<file path="src/logic/gpio_pin_pkg.sv">
/*
  Shared constants and types for the pin sense and drive block: register
  offsets, field positions, select codes and reset values.
  Assumes a 32-bit APB register bus with byte addresses.
*/
package gpio_pin_pkg;

  // ----------------------------------------
  // Bus and sizes
  // ----------------------------------------
  localparam int ADDR_W = 12;
  localparam int DATA_W = 32;
  localparam int PIN_COUNT = 5;
  localparam int SEL_W = 3;
  localparam int FIELD_STRIDE = 3;

  // ----------------------------------------
  // Register offsets
  // ----------------------------------------
  localparam logic [ADDR_W-1:0] SEL_OFFSET = 12'h000;
  localparam logic [ADDR_W-1:0] CFG_OFFSET = 12'h00C;
  localparam logic [ADDR_W-1:0] INT_FLAG_OFFSET = 12'h018;
  localparam logic [ADDR_W-1:0] INT_EN_OFFSET = 12'h01C;

  // ----------------------------------------
  // Field positions inside one pin's group
  // ----------------------------------------
  localparam int CHG_POS = 0;
  localparam int OUT_POS = 1;
  localparam int IN_POS = 2;

  // ----------------------------------------
  // Function select codes
  // ----------------------------------------
  localparam logic [SEL_W-1:0] SEL_GP_INPUT = 3'h0;
  localparam logic [SEL_W-1:0] SEL_GP_OUTPUT = 3'h7;

  // ----------------------------------------
  // Reset values and counts
  // ----------------------------------------
  localparam logic RESET_BIT = 1'h0;
  localparam logic [DATA_W-1:0] RESET_WORD = 32'h0000_0000;
  localparam int PRIME_CYCLES = 3;

  // ----------------------------------------
  // Types
  // ----------------------------------------
  typedef struct packed {
    logic input_level;
    logic output_value;
    logic change_flag;
  } pin_field_type;

endpackage

</file>
<file path="src/logic/gpio_pin_sense_drive_bits.sv">
/*
  Pin sense and drive logic for the low general-purpose pins, with an APB
  register slave, change detection, sticky change flags and one interrupt.
  Assumes pins are asynchronous to pclk and an APB master on pclk.
*/
// Contract
// - A read of a pin's input bit returns the pin level, and writes to it do nothing.
// - A pin in general-purpose output mode drives the last value written to its output bit.
// - A rising or falling level change on a pin sets that pin's change flag.
// - Writing one clears a change flag until the next change, and writing zero does nothing.
// - A level change on a pin also sets the system pin interrupt flag when that interrupt is enabled.
// - Pin n has input at bit 3n+2, output at 3n+1 and change flag at 3n, all resetting to zero.
// - A pin drives only when its select holds 111, and select 000 makes it a plain input.
// - An enabled system pin interrupt flag raises the request, and a disabled one does not.
`timescale 1ns/100ps
module gpio_pin_sense_drive_bits
  import gpio_pin_pkg::*;
#(
  parameter int NUM_PINS = PIN_COUNT
) (
  // Clock and reset
  input wire logic pclk,
  input wire logic presetn,
  // APB slave
  input wire logic psel,
  input wire logic penable,
  input wire logic pwrite,
  input wire logic [ADDR_W-1:0] paddr,
  input wire logic [DATA_W-1:0] pwdata,
  output logic [DATA_W-1:0] prdata,
  output logic pready,
  output logic pslverr,
  // Pins
  input wire logic [NUM_PINS-1:0] pin_in,
  output logic [NUM_PINS-1:0] pin_out,
  output logic [NUM_PINS-1:0] pin_oe_n,
  // Interrupt
  output logic irq
);

  // ----------------------------------------
  // State
  // ----------------------------------------
  logic [SEL_W*NUM_PINS-1:0] sel_reg;
  logic [NUM_PINS-1:0] out_reg;
  logic [NUM_PINS-1:0] chg_reg;
  logic [NUM_PINS-1:0] chg_next;
  logic [NUM_PINS-1:0] int_flag_reg;
  logic [NUM_PINS-1:0] int_flag_next;
  logic [NUM_PINS-1:0] int_en_reg;
  logic [NUM_PINS-1:0] sync1_reg;
  logic [NUM_PINS-1:0] sync2_reg;
  logic [NUM_PINS-1:0] prev_reg;
  logic [PRIME_CYCLES-1:0] prime_reg;
  logic [DATA_W-1:0] prdata_reg;
  logic [DATA_W-1:0] rd_next;
  logic [NUM_PINS-1:0] change_det;
  logic mapped;
  logic setup_rd;
  logic wr_access;
  logic wr_sel;
  logic wr_cfg;
  logic wr_int_flag;
  logic wr_int_en;
  pin_field_type field;

  // ----------------------------------------
  // Bus decode
  // ----------------------------------------
  always_comb begin
    case (paddr)
      SEL_OFFSET, CFG_OFFSET, INT_FLAG_OFFSET, INT_EN_OFFSET: mapped = 1'b1;
      default: mapped = 1'b0;
    endcase
  end

  assign pready = 1'b1;
  assign pslverr = psel & penable & ~mapped;
  assign setup_rd = psel & ~penable & ~pwrite;
  assign wr_access = psel & penable & pwrite & mapped;
  assign wr_sel = wr_access & (paddr == SEL_OFFSET);
  assign wr_cfg = wr_access & (paddr == CFG_OFFSET);
  assign wr_int_flag = wr_access & (paddr == INT_FLAG_OFFSET);
  assign wr_int_en = wr_access & (paddr == INT_EN_OFFSET);
  assign prdata = prdata_reg;

  // ----------------------------------------
  // Pin synchroniser and change detect
  // ----------------------------------------
  always_ff @(posedge pclk or negedge presetn) begin
    if (!presetn) begin
      sync1_reg <= '0;
      sync2_reg <= '0;
      prev_reg <= '0;
      prime_reg <= '0;
    end else begin
      sync1_reg <= pin_in;
      sync2_reg <= sync1_reg;
      prev_reg <= sync2_reg;
      prime_reg <= {prime_reg[PRIME_CYCLES-2:0], 1'b1};
    end
  end

  assign change_det = prime_reg[PRIME_CYCLES-1] ? (sync2_reg ^ prev_reg) : '0;

  // ----------------------------------------
  // Select, output and enable registers
  // ----------------------------------------
  always_ff @(posedge pclk or negedge presetn) begin
    if (!presetn) begin
      sel_reg <= '0;
      out_reg <= '0;
      int_en_reg <= '0;
    end else begin
      if (wr_sel) begin
        sel_reg <= pwdata[SEL_W*NUM_PINS-1:0];
      end
      if (wr_int_en) begin
        int_en_reg <= pwdata[NUM_PINS-1:0];
      end
      for (int i = 0; i < NUM_PINS; i++) begin
        if (wr_cfg) begin
          out_reg[i] <= pwdata[i*FIELD_STRIDE+OUT_POS];
        end
      end
    end
  end

  // ----------------------------------------
  // Sticky flags, set wins over clear
  // ----------------------------------------
  always_comb begin
    for (int i = 0; i < NUM_PINS; i++) begin
      chg_next[i] = chg_reg[i];
      if (wr_cfg && pwdata[i*FIELD_STRIDE+CHG_POS]) begin
        chg_next[i] = 1'b0;
      end
      if (change_det[i]) begin
        chg_next[i] = 1'b1;
      end
      int_flag_next[i] = int_flag_reg[i];
      if (wr_int_flag && pwdata[i]) begin
        int_flag_next[i] = 1'b0;
      end
      if (change_det[i] && int_en_reg[i]) begin
        int_flag_next[i] = 1'b1;
      end
    end
  end

  always_ff @(posedge pclk or negedge presetn) begin
    if (!presetn) begin
      chg_reg <= '0;
      int_flag_reg <= '0;
    end else begin
      chg_reg <= chg_next;
      int_flag_reg <= int_flag_next;
    end
  end

  assign irq = |(int_flag_reg & int_en_reg);

  // ----------------------------------------
  // Pin drive
  // ----------------------------------------
  always_comb begin
    for (int i = 0; i < NUM_PINS; i++) begin
      if (sel_reg[i*SEL_W +: SEL_W] == SEL_GP_OUTPUT) begin
        pin_out[i] = out_reg[i];
        pin_oe_n[i] = 1'b0;
      end else begin
        pin_out[i] = 1'b0;
        pin_oe_n[i] = 1'b1;
      end
    end
  end

  // ----------------------------------------
  // Read data, captured in the setup cycle
  // ----------------------------------------
  always_comb begin
    rd_next = RESET_WORD;
    field = '0;
    case (paddr)
      SEL_OFFSET: rd_next[SEL_W*NUM_PINS-1:0] = sel_reg;
      CFG_OFFSET: begin
        for (int i = 0; i < NUM_PINS; i++) begin
          field.input_level = sync2_reg[i];
          field.output_value = out_reg[i];
          field.change_flag = chg_reg[i];
          rd_next[i*FIELD_STRIDE +: FIELD_STRIDE] = field;
        end
      end
      INT_FLAG_OFFSET: rd_next[NUM_PINS-1:0] = int_flag_reg;
      INT_EN_OFFSET: rd_next[NUM_PINS-1:0] = int_en_reg;
      default: rd_next = RESET_WORD;
    endcase
  end

  always_ff @(posedge pclk or negedge presetn) begin
    if (!presetn) begin
      prdata_reg <= RESET_WORD;
    end else if (setup_rd) begin
      prdata_reg <= rd_next;
    end
  end

  // ----------------------------------------
  // Assertions
  // ----------------------------------------
  a_sync_two_stage: assert property (@(posedge pclk) disable iff (!presetn)
    ##2 sync2_reg == $past(pin_in, 2))
    else $error("pin level not taken through two stages");

  a_irq_disabled: assert property (@(posedge pclk) disable iff (!presetn)
    (int_en_reg == '0) |-> !irq)
    else $error("interrupt raised with all enables off");

  for (genvar g = 0; g < NUM_PINS; g++) begin : gen_chk
    a_input_readback: assert property (@(posedge pclk) disable iff (!presetn)
      (setup_rd && paddr == CFG_OFFSET) |=> prdata[g*FIELD_STRIDE+IN_POS] == $past(sync2_reg[g]))
      else $error("input bit does not show pin level");

    a_out_field: assert property (@(posedge pclk) disable iff (!presetn)
      (setup_rd && paddr == CFG_OFFSET) |=> prdata[g*FIELD_STRIDE+OUT_POS] == $past(out_reg[g])
        && prdata[g*FIELD_STRIDE+CHG_POS] == $past(chg_reg[g]))
      else $error("pin field out of place");

    a_drive_value: assert property (@(posedge pclk) disable iff (!presetn)
      (wr_cfg && sel_reg[g*SEL_W +: SEL_W] == SEL_GP_OUTPUT && !wr_sel)
        |=> pin_out[g] == $past(pwdata[g*FIELD_STRIDE+OUT_POS]) && !pin_oe_n[g])
      else $error("output pin not driving written value");

    a_input_mode: assert property (@(posedge pclk) disable iff (!presetn)
      (sel_reg[g*SEL_W +: SEL_W] != SEL_GP_OUTPUT) |-> pin_oe_n[g] && !pin_out[g])
      else $error("pin driven outside output mode");

    a_change_set: assert property (@(posedge pclk) disable iff (!presetn)
      (prime_reg[PRIME_CYCLES-1] && $changed(sync2_reg[g]) && $past(prime_reg[PRIME_CYCLES-1]))
        |=> chg_reg[g])
      else $error("level change missed");

    a_flag_clear: assert property (@(posedge pclk) disable iff (!presetn)
      (wr_cfg && pwdata[g*FIELD_STRIDE+CHG_POS] && !change_det[g]) ##1 !change_det[g][*2]
        |-> !chg_reg[g])
      else $error("change flag not cleared by write of one");

    a_flag_hold: assert property (@(posedge pclk) disable iff (!presetn)
      (chg_reg[g] && !(wr_cfg && pwdata[g*FIELD_STRIDE+CHG_POS])) |=> chg_reg[g])
      else $error("change flag lost without clear");

    a_int_follow: assert property (@(posedge pclk) disable iff (!presetn)
      (change_det[g] && int_en_reg[g]) |=> int_flag_reg[g] ##0 irq)
      else $error("enabled change did not raise interrupt");
  end

endmodule

</file>
<file path="config.mk">
export PLATFORM = sky130hd
export DESIGN_NAME = gpio_pin_sense_drive_bits
export DESIGN_NICKNAME = d
export VERILOG_FILES = /design/src/logic/gpio_pin_pkg.sv /design/src/logic/gpio_pin_sense_drive_bits.sv
export SDC_FILE = /design/constraint.sdc
export NUM_CORES = 1
export LEC_CHECK = 0
export BUFFER_PORTS_ARGS = -buffer_cell sky130_fd_sc_hd__buf_4
export CORE_ASPECT_RATIO = 1.2
export CORE_UTILIZATION = 50
export CTS_CLUSTER_SIZE = 28
export DETAILED_ROUTE_END_ITERATION = 8
export PLACE_DENSITY = 0.89
export SLEW_MARGIN = 10
export SYNTH_ARGS = -nofsm -noshare
export SYNTH_HDL_FRONTEND = slang
export SYNTH_SLANG_ARGS = --single-unit
export TNS_END_PERCENT = 50
</file>
<file path="constraint.sdc">
create_clock -name pclk -period 1.7 [get_ports pclk]
set_clock_uncertainty 0.2 [all_clocks]
set_input_delay 0.425 -clock pclk [delete_from_list [all_inputs] [get_ports pclk]]
set_output_delay 0.425 -clock pclk [all_outputs]
set_load 0.05 [all_outputs]
</file>
* Yosys cells after proc, flatten, opt, wreduce, memory -nomap -nowiden
Index checks and enable logic that the tools add are counted.
** Cells by class
- Muxes and demuxes :: 34
- Reductions and logical operators :: 28
- Bitwise operators :: 15
- Eq/ne operators :: 8
** Operators by type and width (count)
- 2-to-1 mux 1 bit :: 31
- == test 12 x 5 -> 1 bit (second input constant) :: 2
- one-hot mux 10 bit (2 select lines) :: 1
- one-hot mux 5 bit (4 select lines) :: 1
- nonzero test 2 bit :: 10
- == test 3 bit (second input constant) :: 5
- logical AND 1 bit :: 15
- == test 12 x 4 -> 1 bit (second input constant) :: 1
- logical NOT 12 bit :: 1
- AND 1 bit :: 10
- AND 5 bit :: 1
- 2-to-1 mux 5 bit :: 1
- OR reduction 5 bit :: 1
- XOR 5 bit :: 1
- OR reduction 4 bit :: 1
- NOT 1 bit :: 3
** Word-level totals
- Word-level logic and storage cells :: 103
- Bits of input ports :: 54
- Register bits after elaboration :: 68

* Logic depth before layout (Yosys ltp)
Gate-level depths: netlist of the first run.
- Depth in word-level cells :: 8
- Mapped depth :: 6
- Mapped depth without buffers :: 4

* Least setup slack after synthesis of the first run
No wires, ideal clock.
- Path kind :: in2out
- From :: in paddr[4]
- To :: out pslverr
- Required time :: 1.075 ns
- Arrival time :: 1.622 ns
- Cell stages on the path :: 4
- Setup slack :: -0.547 ns
- Cell sequence :: buf_2 -> nor2_1 -> xor2_1 -> a21oi_1
** Between the ends
- Word-level cells in the longest chain between the ends :: 5
- Elaborated cells on any way between the ends :: 8
** Ends and longest elaborated chain
- start, declared :: RTL line gpio_pin_sense_drive_bits.sv:28 : input wire logic [ADDR_W-1:0] paddr,
- == test 12 x 4 -> 1 bit (tied with other cells) :: RTL line gpio_pin_sense_drive_bits.sv:71 : case (paddr)
- OR reduction 4 bit * :: RTL line gpio_pin_sense_drive_bits.sv:71
- 2-to-1 mux 1 bit * :: RTL line gpio_pin_sense_drive_bits.sv:71
- NOT 1 bit * :: RTL line gpio_pin_sense_drive_bits.sv:78 : assign pslverr = psel & penable & ~mapped;
- AND 1 bit * :: RTL line gpio_pin_sense_drive_bits.sv:78
- end, declared :: RTL line gpio_pin_sense_drive_bits.sv:32 : output logic pslverr,
Every way passes the cells marked *; elsewhere a longest branch is shown, timed or not.

* Worst setup path in the final report of the first run
- From :: reg int_flag_reg[3]
- To :: out irq
** Between the ends
- Word-level cells in the longest chain between the ends :: 2
** Ends and longest elaborated chain
- start, declared :: RTL line gpio_pin_sense_drive_bits.sv:48 : logic [NUM_PINS-1:0] int_flag_reg;
- start signal, assigned :: RTL line gpio_pin_sense_drive_bits.sv:157 : int_flag_reg <= int_flag_next;
- AND 5 bit :: RTL line gpio_pin_sense_drive_bits.sv:161 : assign irq = |(int_flag_reg & int_en_reg);
- OR reduction 5 bit :: RTL line gpio_pin_sense_drive_bits.sv:161
- end, declared :: RTL line gpio_pin_sense_drive_bits.sv:38 : output logic irq
No other way between the ends.

==> results.yml, run 1 <==
drt:
  drt_first_pass_iters: 4
  ant_nets: 0
  routedWlPerCell_um: 19.3
  wl_um: 8730
  drt_iter0_drc: 193
  vias: 2494
  route.detailed.drc: 0
  via_per_inst: 5.51
timing:
  timing.hold.ws_ns: 0.0932
  min_period_over_period_pct: 120
  fin_crit_ns: 2.05
  hold_violations: 0
  slew_violations: 0
  rsz0062_at_grt: "yes"
  final-setup-viol-count: 42
  fin_ws_ns: -0.347
  fmax_mhz: 489
  finalSetupTns_ns: -6.53
final_layout:
  final_area_um2: 4520
  final_util_pct: 78.7
  syn2layout_area_growth_pct: 49.0
  layout.nets: 422
  drive_gt1_share_pct: 49.6
  stdcell_count: 453
  n_antenna_cell: 0
die:
  coreArea_um2: 5740
  die_height_um: 87.3
  initial_core_util_pct: 52.8
  rows: 30
  ioPinCount: 99
  die_area_um2: 6390
  die_w_um: 73.1
setup_path:
  worst-path-buf-inv: 1
  worst_path_max_delay_cell: "dfrtp_1"
  worstPathMaxFanout: 2
  cp-start-kind: "flop"
  crit_arrival_ns: 1.42
  cpPeakStageDelay_ns: 0.40
  crit_chain: "a222oi_1 -> nand2_1 -> buf_6"
  cp.depth: 3
  r2r_start: "sync2_reg[2]"
  crit_path_start: "int_flag_reg[3]"
  critPathTopFamily: "flip-flops"
  worstSetupPathType: "reg2out"
  r2r_cells: 3
  crit_required_ns: 1.07
  endpoint_kind: "primary output"
placed_design:
  gp_congestion: 0.917
  dp_hpwl_um: 5310
  placement.cell_area_um2: 3890
  pre_cts_ws_ns: -0.542
  dp_cells: 408
  numPortBuffers: 63
grt:
  grt_max_degree: 26
  antenna_found_initial: 0
  track_usage_pct: 28.6
  gr-total-overflow: 0
  grt_pass1_vias: 2537
  grt_pass1_wl_um: 13000
power:
  cellPowerDensity_nw_per_um2: 765
  total_power_mw: 3.46
  worst_ir_drop_vdd_mv: 1.02
  leakage_nw: 2.17
hold_path:
  holdPathStages: 2
  hold_class: "in2reg"
  min_from: "pwdata[6]"
yosys:
  synthArstFlopShare_pct: 100
  synth_edf_count: 0
  ys_seq_elements: 68
  synthesis.area_um2: 3030
  yosysTopAreaCellShare_pct: 56.1
  yosysUniqueCellTypes: 39
  ys_top_cells_by_area: "dfrtp_1 56%, mux2_2 6.7%, buf_4 4.7%"
  ys.warnings.count: 0
  synth_seq_area_share_pct: 56.1
  syn_area_per_cell_um2: 12.4
  yosysTopAreaCell: "dfrtp_1"
  synthFlopType: "dfrtp_1"
  netlist_instances: 244
run:
  maxCapViolCount: 0
status:
  status: "complete, but fails checks"
  violations: "negative setup slack"
clocking:
  cts_tree: "yes"
  htreeDepth: 3
  cts_buffer_depth: 2
  cts.clk_slew.worst_paths_ns: 0.07
  clkLatencyLatePin_ns: 0.34
  cts.sinks: 68
  cts_root_buf: "clkbuf_8"
  cts_buffers: 9
-- placed cells by master, fill, tap and decap left out, types with 2 or more instances in the layout --
| cell | instances |
|---|---|
| buf_4 | 89 |
| dfrtp_1 | 68 |
| mux2_4 | 20 |
| conb_1 | 19 |
| buf_6 | 16 |
| nand2_1 | 14 |
| a221o_1 | 10 |
| clkbuf_8 | 10 |
| nor2_4 | 8 |
| nor2_1 | 8 |
| nor2b_1 | 7 |
| nand3_2 | 6 |
| a22oi_1 | 6 |
| xor2_1 | 6 |
| nand3b_1 | 6 |
| and2_1 | 6 |
| dlygate4sd3_1 | 6 |
| mux2_2 | 5 |
| a22o_1 | 5 |
| mux2i_1 | 5 |
| o22a_1 | 5 |
| o21ai_0 | 5 |
| buf_12 | 5 |
| inv_1 | 4 |
| buf_8 | 4 |
| a31oi_1 | 3 |
| clkinv_2 | 3 |
| nor3_4 | 2 |
| nor3_2 | 2 |
| bufinv_16 | 2 |
-- cells by family after synthesis --
group / share of synthesized area, %
compound gates: 10.0
xor+xnor: 1.73
buf+inv: 6.27
flops: 56.1
mux: 11.5
other cells: 0.248
simple gates: 14.1
-- per-layer routing --
| metal | wire [um] | track usage, % |
|---|---|---|
| met1 | 3370 | 34.8 |
| met2 | 4480 | 48.7 |
| met3 | 555 | 6.48 |
| met4 | 321 | 11.4 |
| met5 | 0 | 0 |
-- timing repair --
action	in CTS	in global routing
setup buffers	19	4
resized for setup	32	12
hold buffers	6	0
endpoints found under the setup margin	47	52
hold endpoints to repair	24	0
pin swaps	24	6
-- synthesized netlist by cell type (6+ instances only) --
library cell and instances:
a221o_1 10, a22oi_1 6, and2_1 6, buf_4 19
dfrtp_1 68, mux2_2 18, nand2_1 15, nand3_1 6
nand3b_1 6, nor2_1 14, nor2b_1 7, xor2_1 6
-- layout make-up --
class,instances,area (um2)
Fill cell,347,1220
Multi-Input combinational cell,164,1420
Clock buffer,11,141
Tap cell,80,100
Sequential cell,68,1700
Clock inverter,5,75.1
Timing Repair Buffer,120,1070
Inverter,5,18.8
-- final timing paths --
path / to / slack, ns
max: irq / -0.35
min: chg_reg[2] / 0.09
max reg2reg: int_flag_reg[2] / 0.30
min reg2reg: sync2_reg[0] / 0.15
max in group asynchronous: prev_reg[2] / 0.56
min in group asynchronous: prime_reg[1] / 0.31
-- power by group --
part	internal, mW	switching, mW	leakage (nW)	total [mW]
logic	0.128	0.220	1.17	0.348
clock network	0.859	0.592	0.113	1.45
registers	1.64	0.0174	0.882	1.66
total	2.63	0.829	2.17	3.46
Note: power is estimated with default switching activity, not from simulation.
==> run 2: changes to the inputs <==
REMOVE_ABC_BUFFERS = 1   (was unset)
clock period = 2.2 ns   (was 1.7 ns; I/O delays follow)
==> run 2 against run 1 <==
Count of clock-buffer cells in the layout unchanged. Critical path depth is 2 higher. Clock power is 19% lower. Final area decreased by 14%. Largest power group unchanged. Register-to-register slack better by 0.58 ns. Flip-flop and latch count is the same. Global-route usage down 5.3 points. Combinational power down 33%. Critical path type is now in2out. The run still ends with negative setup slack left. Worst setup slack improved by 0.32 ns.
==> results.yml, run 2 (synthesized netlist as in run 1, its figures left out) <==
grt:
  use_met1_pct: 28.0
  gr-total-overflow: 0
  grt_max_degree: 31
  grt_pass1_vias: 2185
  grt_use_met2_pct: 36.7
  grt_pass1_wl_um: 10700
  track_usage_pct: 23.2
  busiest_layer: "met2"
  antenna_found_initial: 0
  globalRouteMet3Util_pct: 4.98
timing:
  fmax_mhz: 449
  fin_ws_ns: -0.0296
  fin_crit_ns: 2.23
  timing.hold.ws_ns: 0.101
  rsz0062_at_grt: "yes"
  slew_violations: 0
  min_period_over_period_pct: 101
  hold_violations: 0
  final-setup-viol-count: 1
power:
  worst_ir_drop_vdd_mv: 0.489
  cellPowerDensity_nw_per_um2: 690
  total_power_mw: 2.70
  leakage_nw: 1.88
status:
  violations: "negative setup slack"
  status: "complete, but fails checks"
clocking:
  clkLatencyLatePin_ns: 0.35
  cts_tree: "yes"
  cts_buffer_depth: 2
  cts.sinks: 68
  cts_root_buf: "clkbuf_8"
  cts_buffers: 9
  cts.clk_slew.worst_paths_ns: 0.07
  htreeDepth: 3
final_layout:
  layout_commonest_cell: "buf_4"
  layout.nets: 381
  drive_gt1_share_pct: 38.3
  n_antenna_cell: 0
  syn2layout_area_growth_pct: 28.9
  most-common-layout-cells: "74 x buf_4, 68 x dfrtp_1, 19 x conb_1"
  final_util_pct: 68.1
setup_path:
  crit_arrival_ns: 1.48
  crit_required_ns: 1.45
  worstSetupPathType: "in2out"
  crit_chain: "buf_4 -> nor2_1 -> and3_4 -> a21oi_1 -> buf_4"
  worst-path-buf-inv: 2
  worstPathMaxFanout: 3
  cp-start-kind: "input pin"
  cpPeakStageDelay_ns: 0.29
  critPathMostFrequentCell: "buf_4"
  critPathTopFamily: "simple AND/OR/NAND/NOR gates"
  r2r_setup_slack_ns: 0.88
  endpoint_kind: "primary output"
  worst_path_max_delay_cell: "nor2_1"
drt:
  routedWlPerCell_um: 16.7
  route.detailed.drc: 0
  vias: 2190
  ant_nets: 0
  wl_um: 6860
  drt_first_pass_iters: 5
  drt_iter0_drc: 147
  via_per_inst: 5.32
die:
  initial_core_util_pct: 52.8
  ioPinCount: 99
  coreArea_um2: 5740
  die_height_um: 87.3
  die_area_um2: 6390
  rows: 30
  die_w_um: 73.1
placed_design:
  dp_hpwl_um: 4860
  gp_congestion: 0.852
  numPortBuffers: 63
hold_path:
  hold_class: "in2reg"
run:
  maxCapViolCount: 0
[run 2: changes by cell type in the layout (fill, tap and decap cells not counted), sizes merged]
cell and change:
buf -36, dlygate4sd3 -5, clkinv -2, clkinvlp +2
[run 2: layer usage]
layer | vias up | routed length, um
li1 | 1005 | -
met1 | 1076 | 2690
met2 | 87 | 3540
met3 | 22 | 388
met4 | 0 | 250
met5 | - | 0
[run 2: repair_timing]
action	4_1_cts	5_1_grt
resized for setup	0	3
pin swaps	1	0
hold endpoints to repair	25	0
setup endpoints to repair	2	2
gates cloned	0	0
hold buffers	1	0
buffers inserted	1	0
[run 2: stage by stage]
| step | instances | area [um2] | setup TNS, ns | setup slack, ns |
|---|---|---|---|---|
| after floorplan | 237 | 2930 | -0.826 | -0.141 |
| after global placement | 394 | 3640 | -2.01 | -0.156 |
| after detailed placement | 394 | 3640 | -2.70 | -0.196 |
| after CTS | 412 | 3890 | -0.0209 | -0.0209 |
| after global routing | 412 | 3910 | -0.185 | -0.0861 |
| final | 412 | 3910 | -0.0296 | -0.0296 |
[run 2: worst paths after layout]
kind / start / end / cells after the start
max: paddr[1] / pslverr / 5
min reg2reg: sync1_reg[1] / sync2_reg[1] / 0
max in group asynchronous: presetn / sel_reg[0] / 3
min: pin_in[1] / sync1_reg[1] / 1
min in group asynchronous: presetn / int_flag_reg[4] / 2
max reg2reg: sync2_reg[3] / int_flag_reg[3] / 3
[run 2: worst reg2reg max path, delay by kind of cell (launching register included)]
kind,cells,cell delay (ns)
simple gates,1,0.19
xor+xnor,1,0.19
flops,1,0.42
compound gates,1,0.22
[run 2: final cells by class]
type / instances / area (um2)
tap: 80 / 100
timing repair buffer: 79 / 637
inverter: 5 / 18.8
sequential: 68 / 1700
clock inverter: 5 / 83.8
clock buffer: 11 / 151
multi-input combinational: 164 / 1220
fill: 431 / 1830
[run 2: power by group]
group          internal (mW)  leakage (nW)  switching [mW]
Sequential              1.27         0.882          0.0124
Clock                  0.701         0.112           0.483
Combinational         0.0777         0.886           0.154
Total                   2.05          1.88           0.650
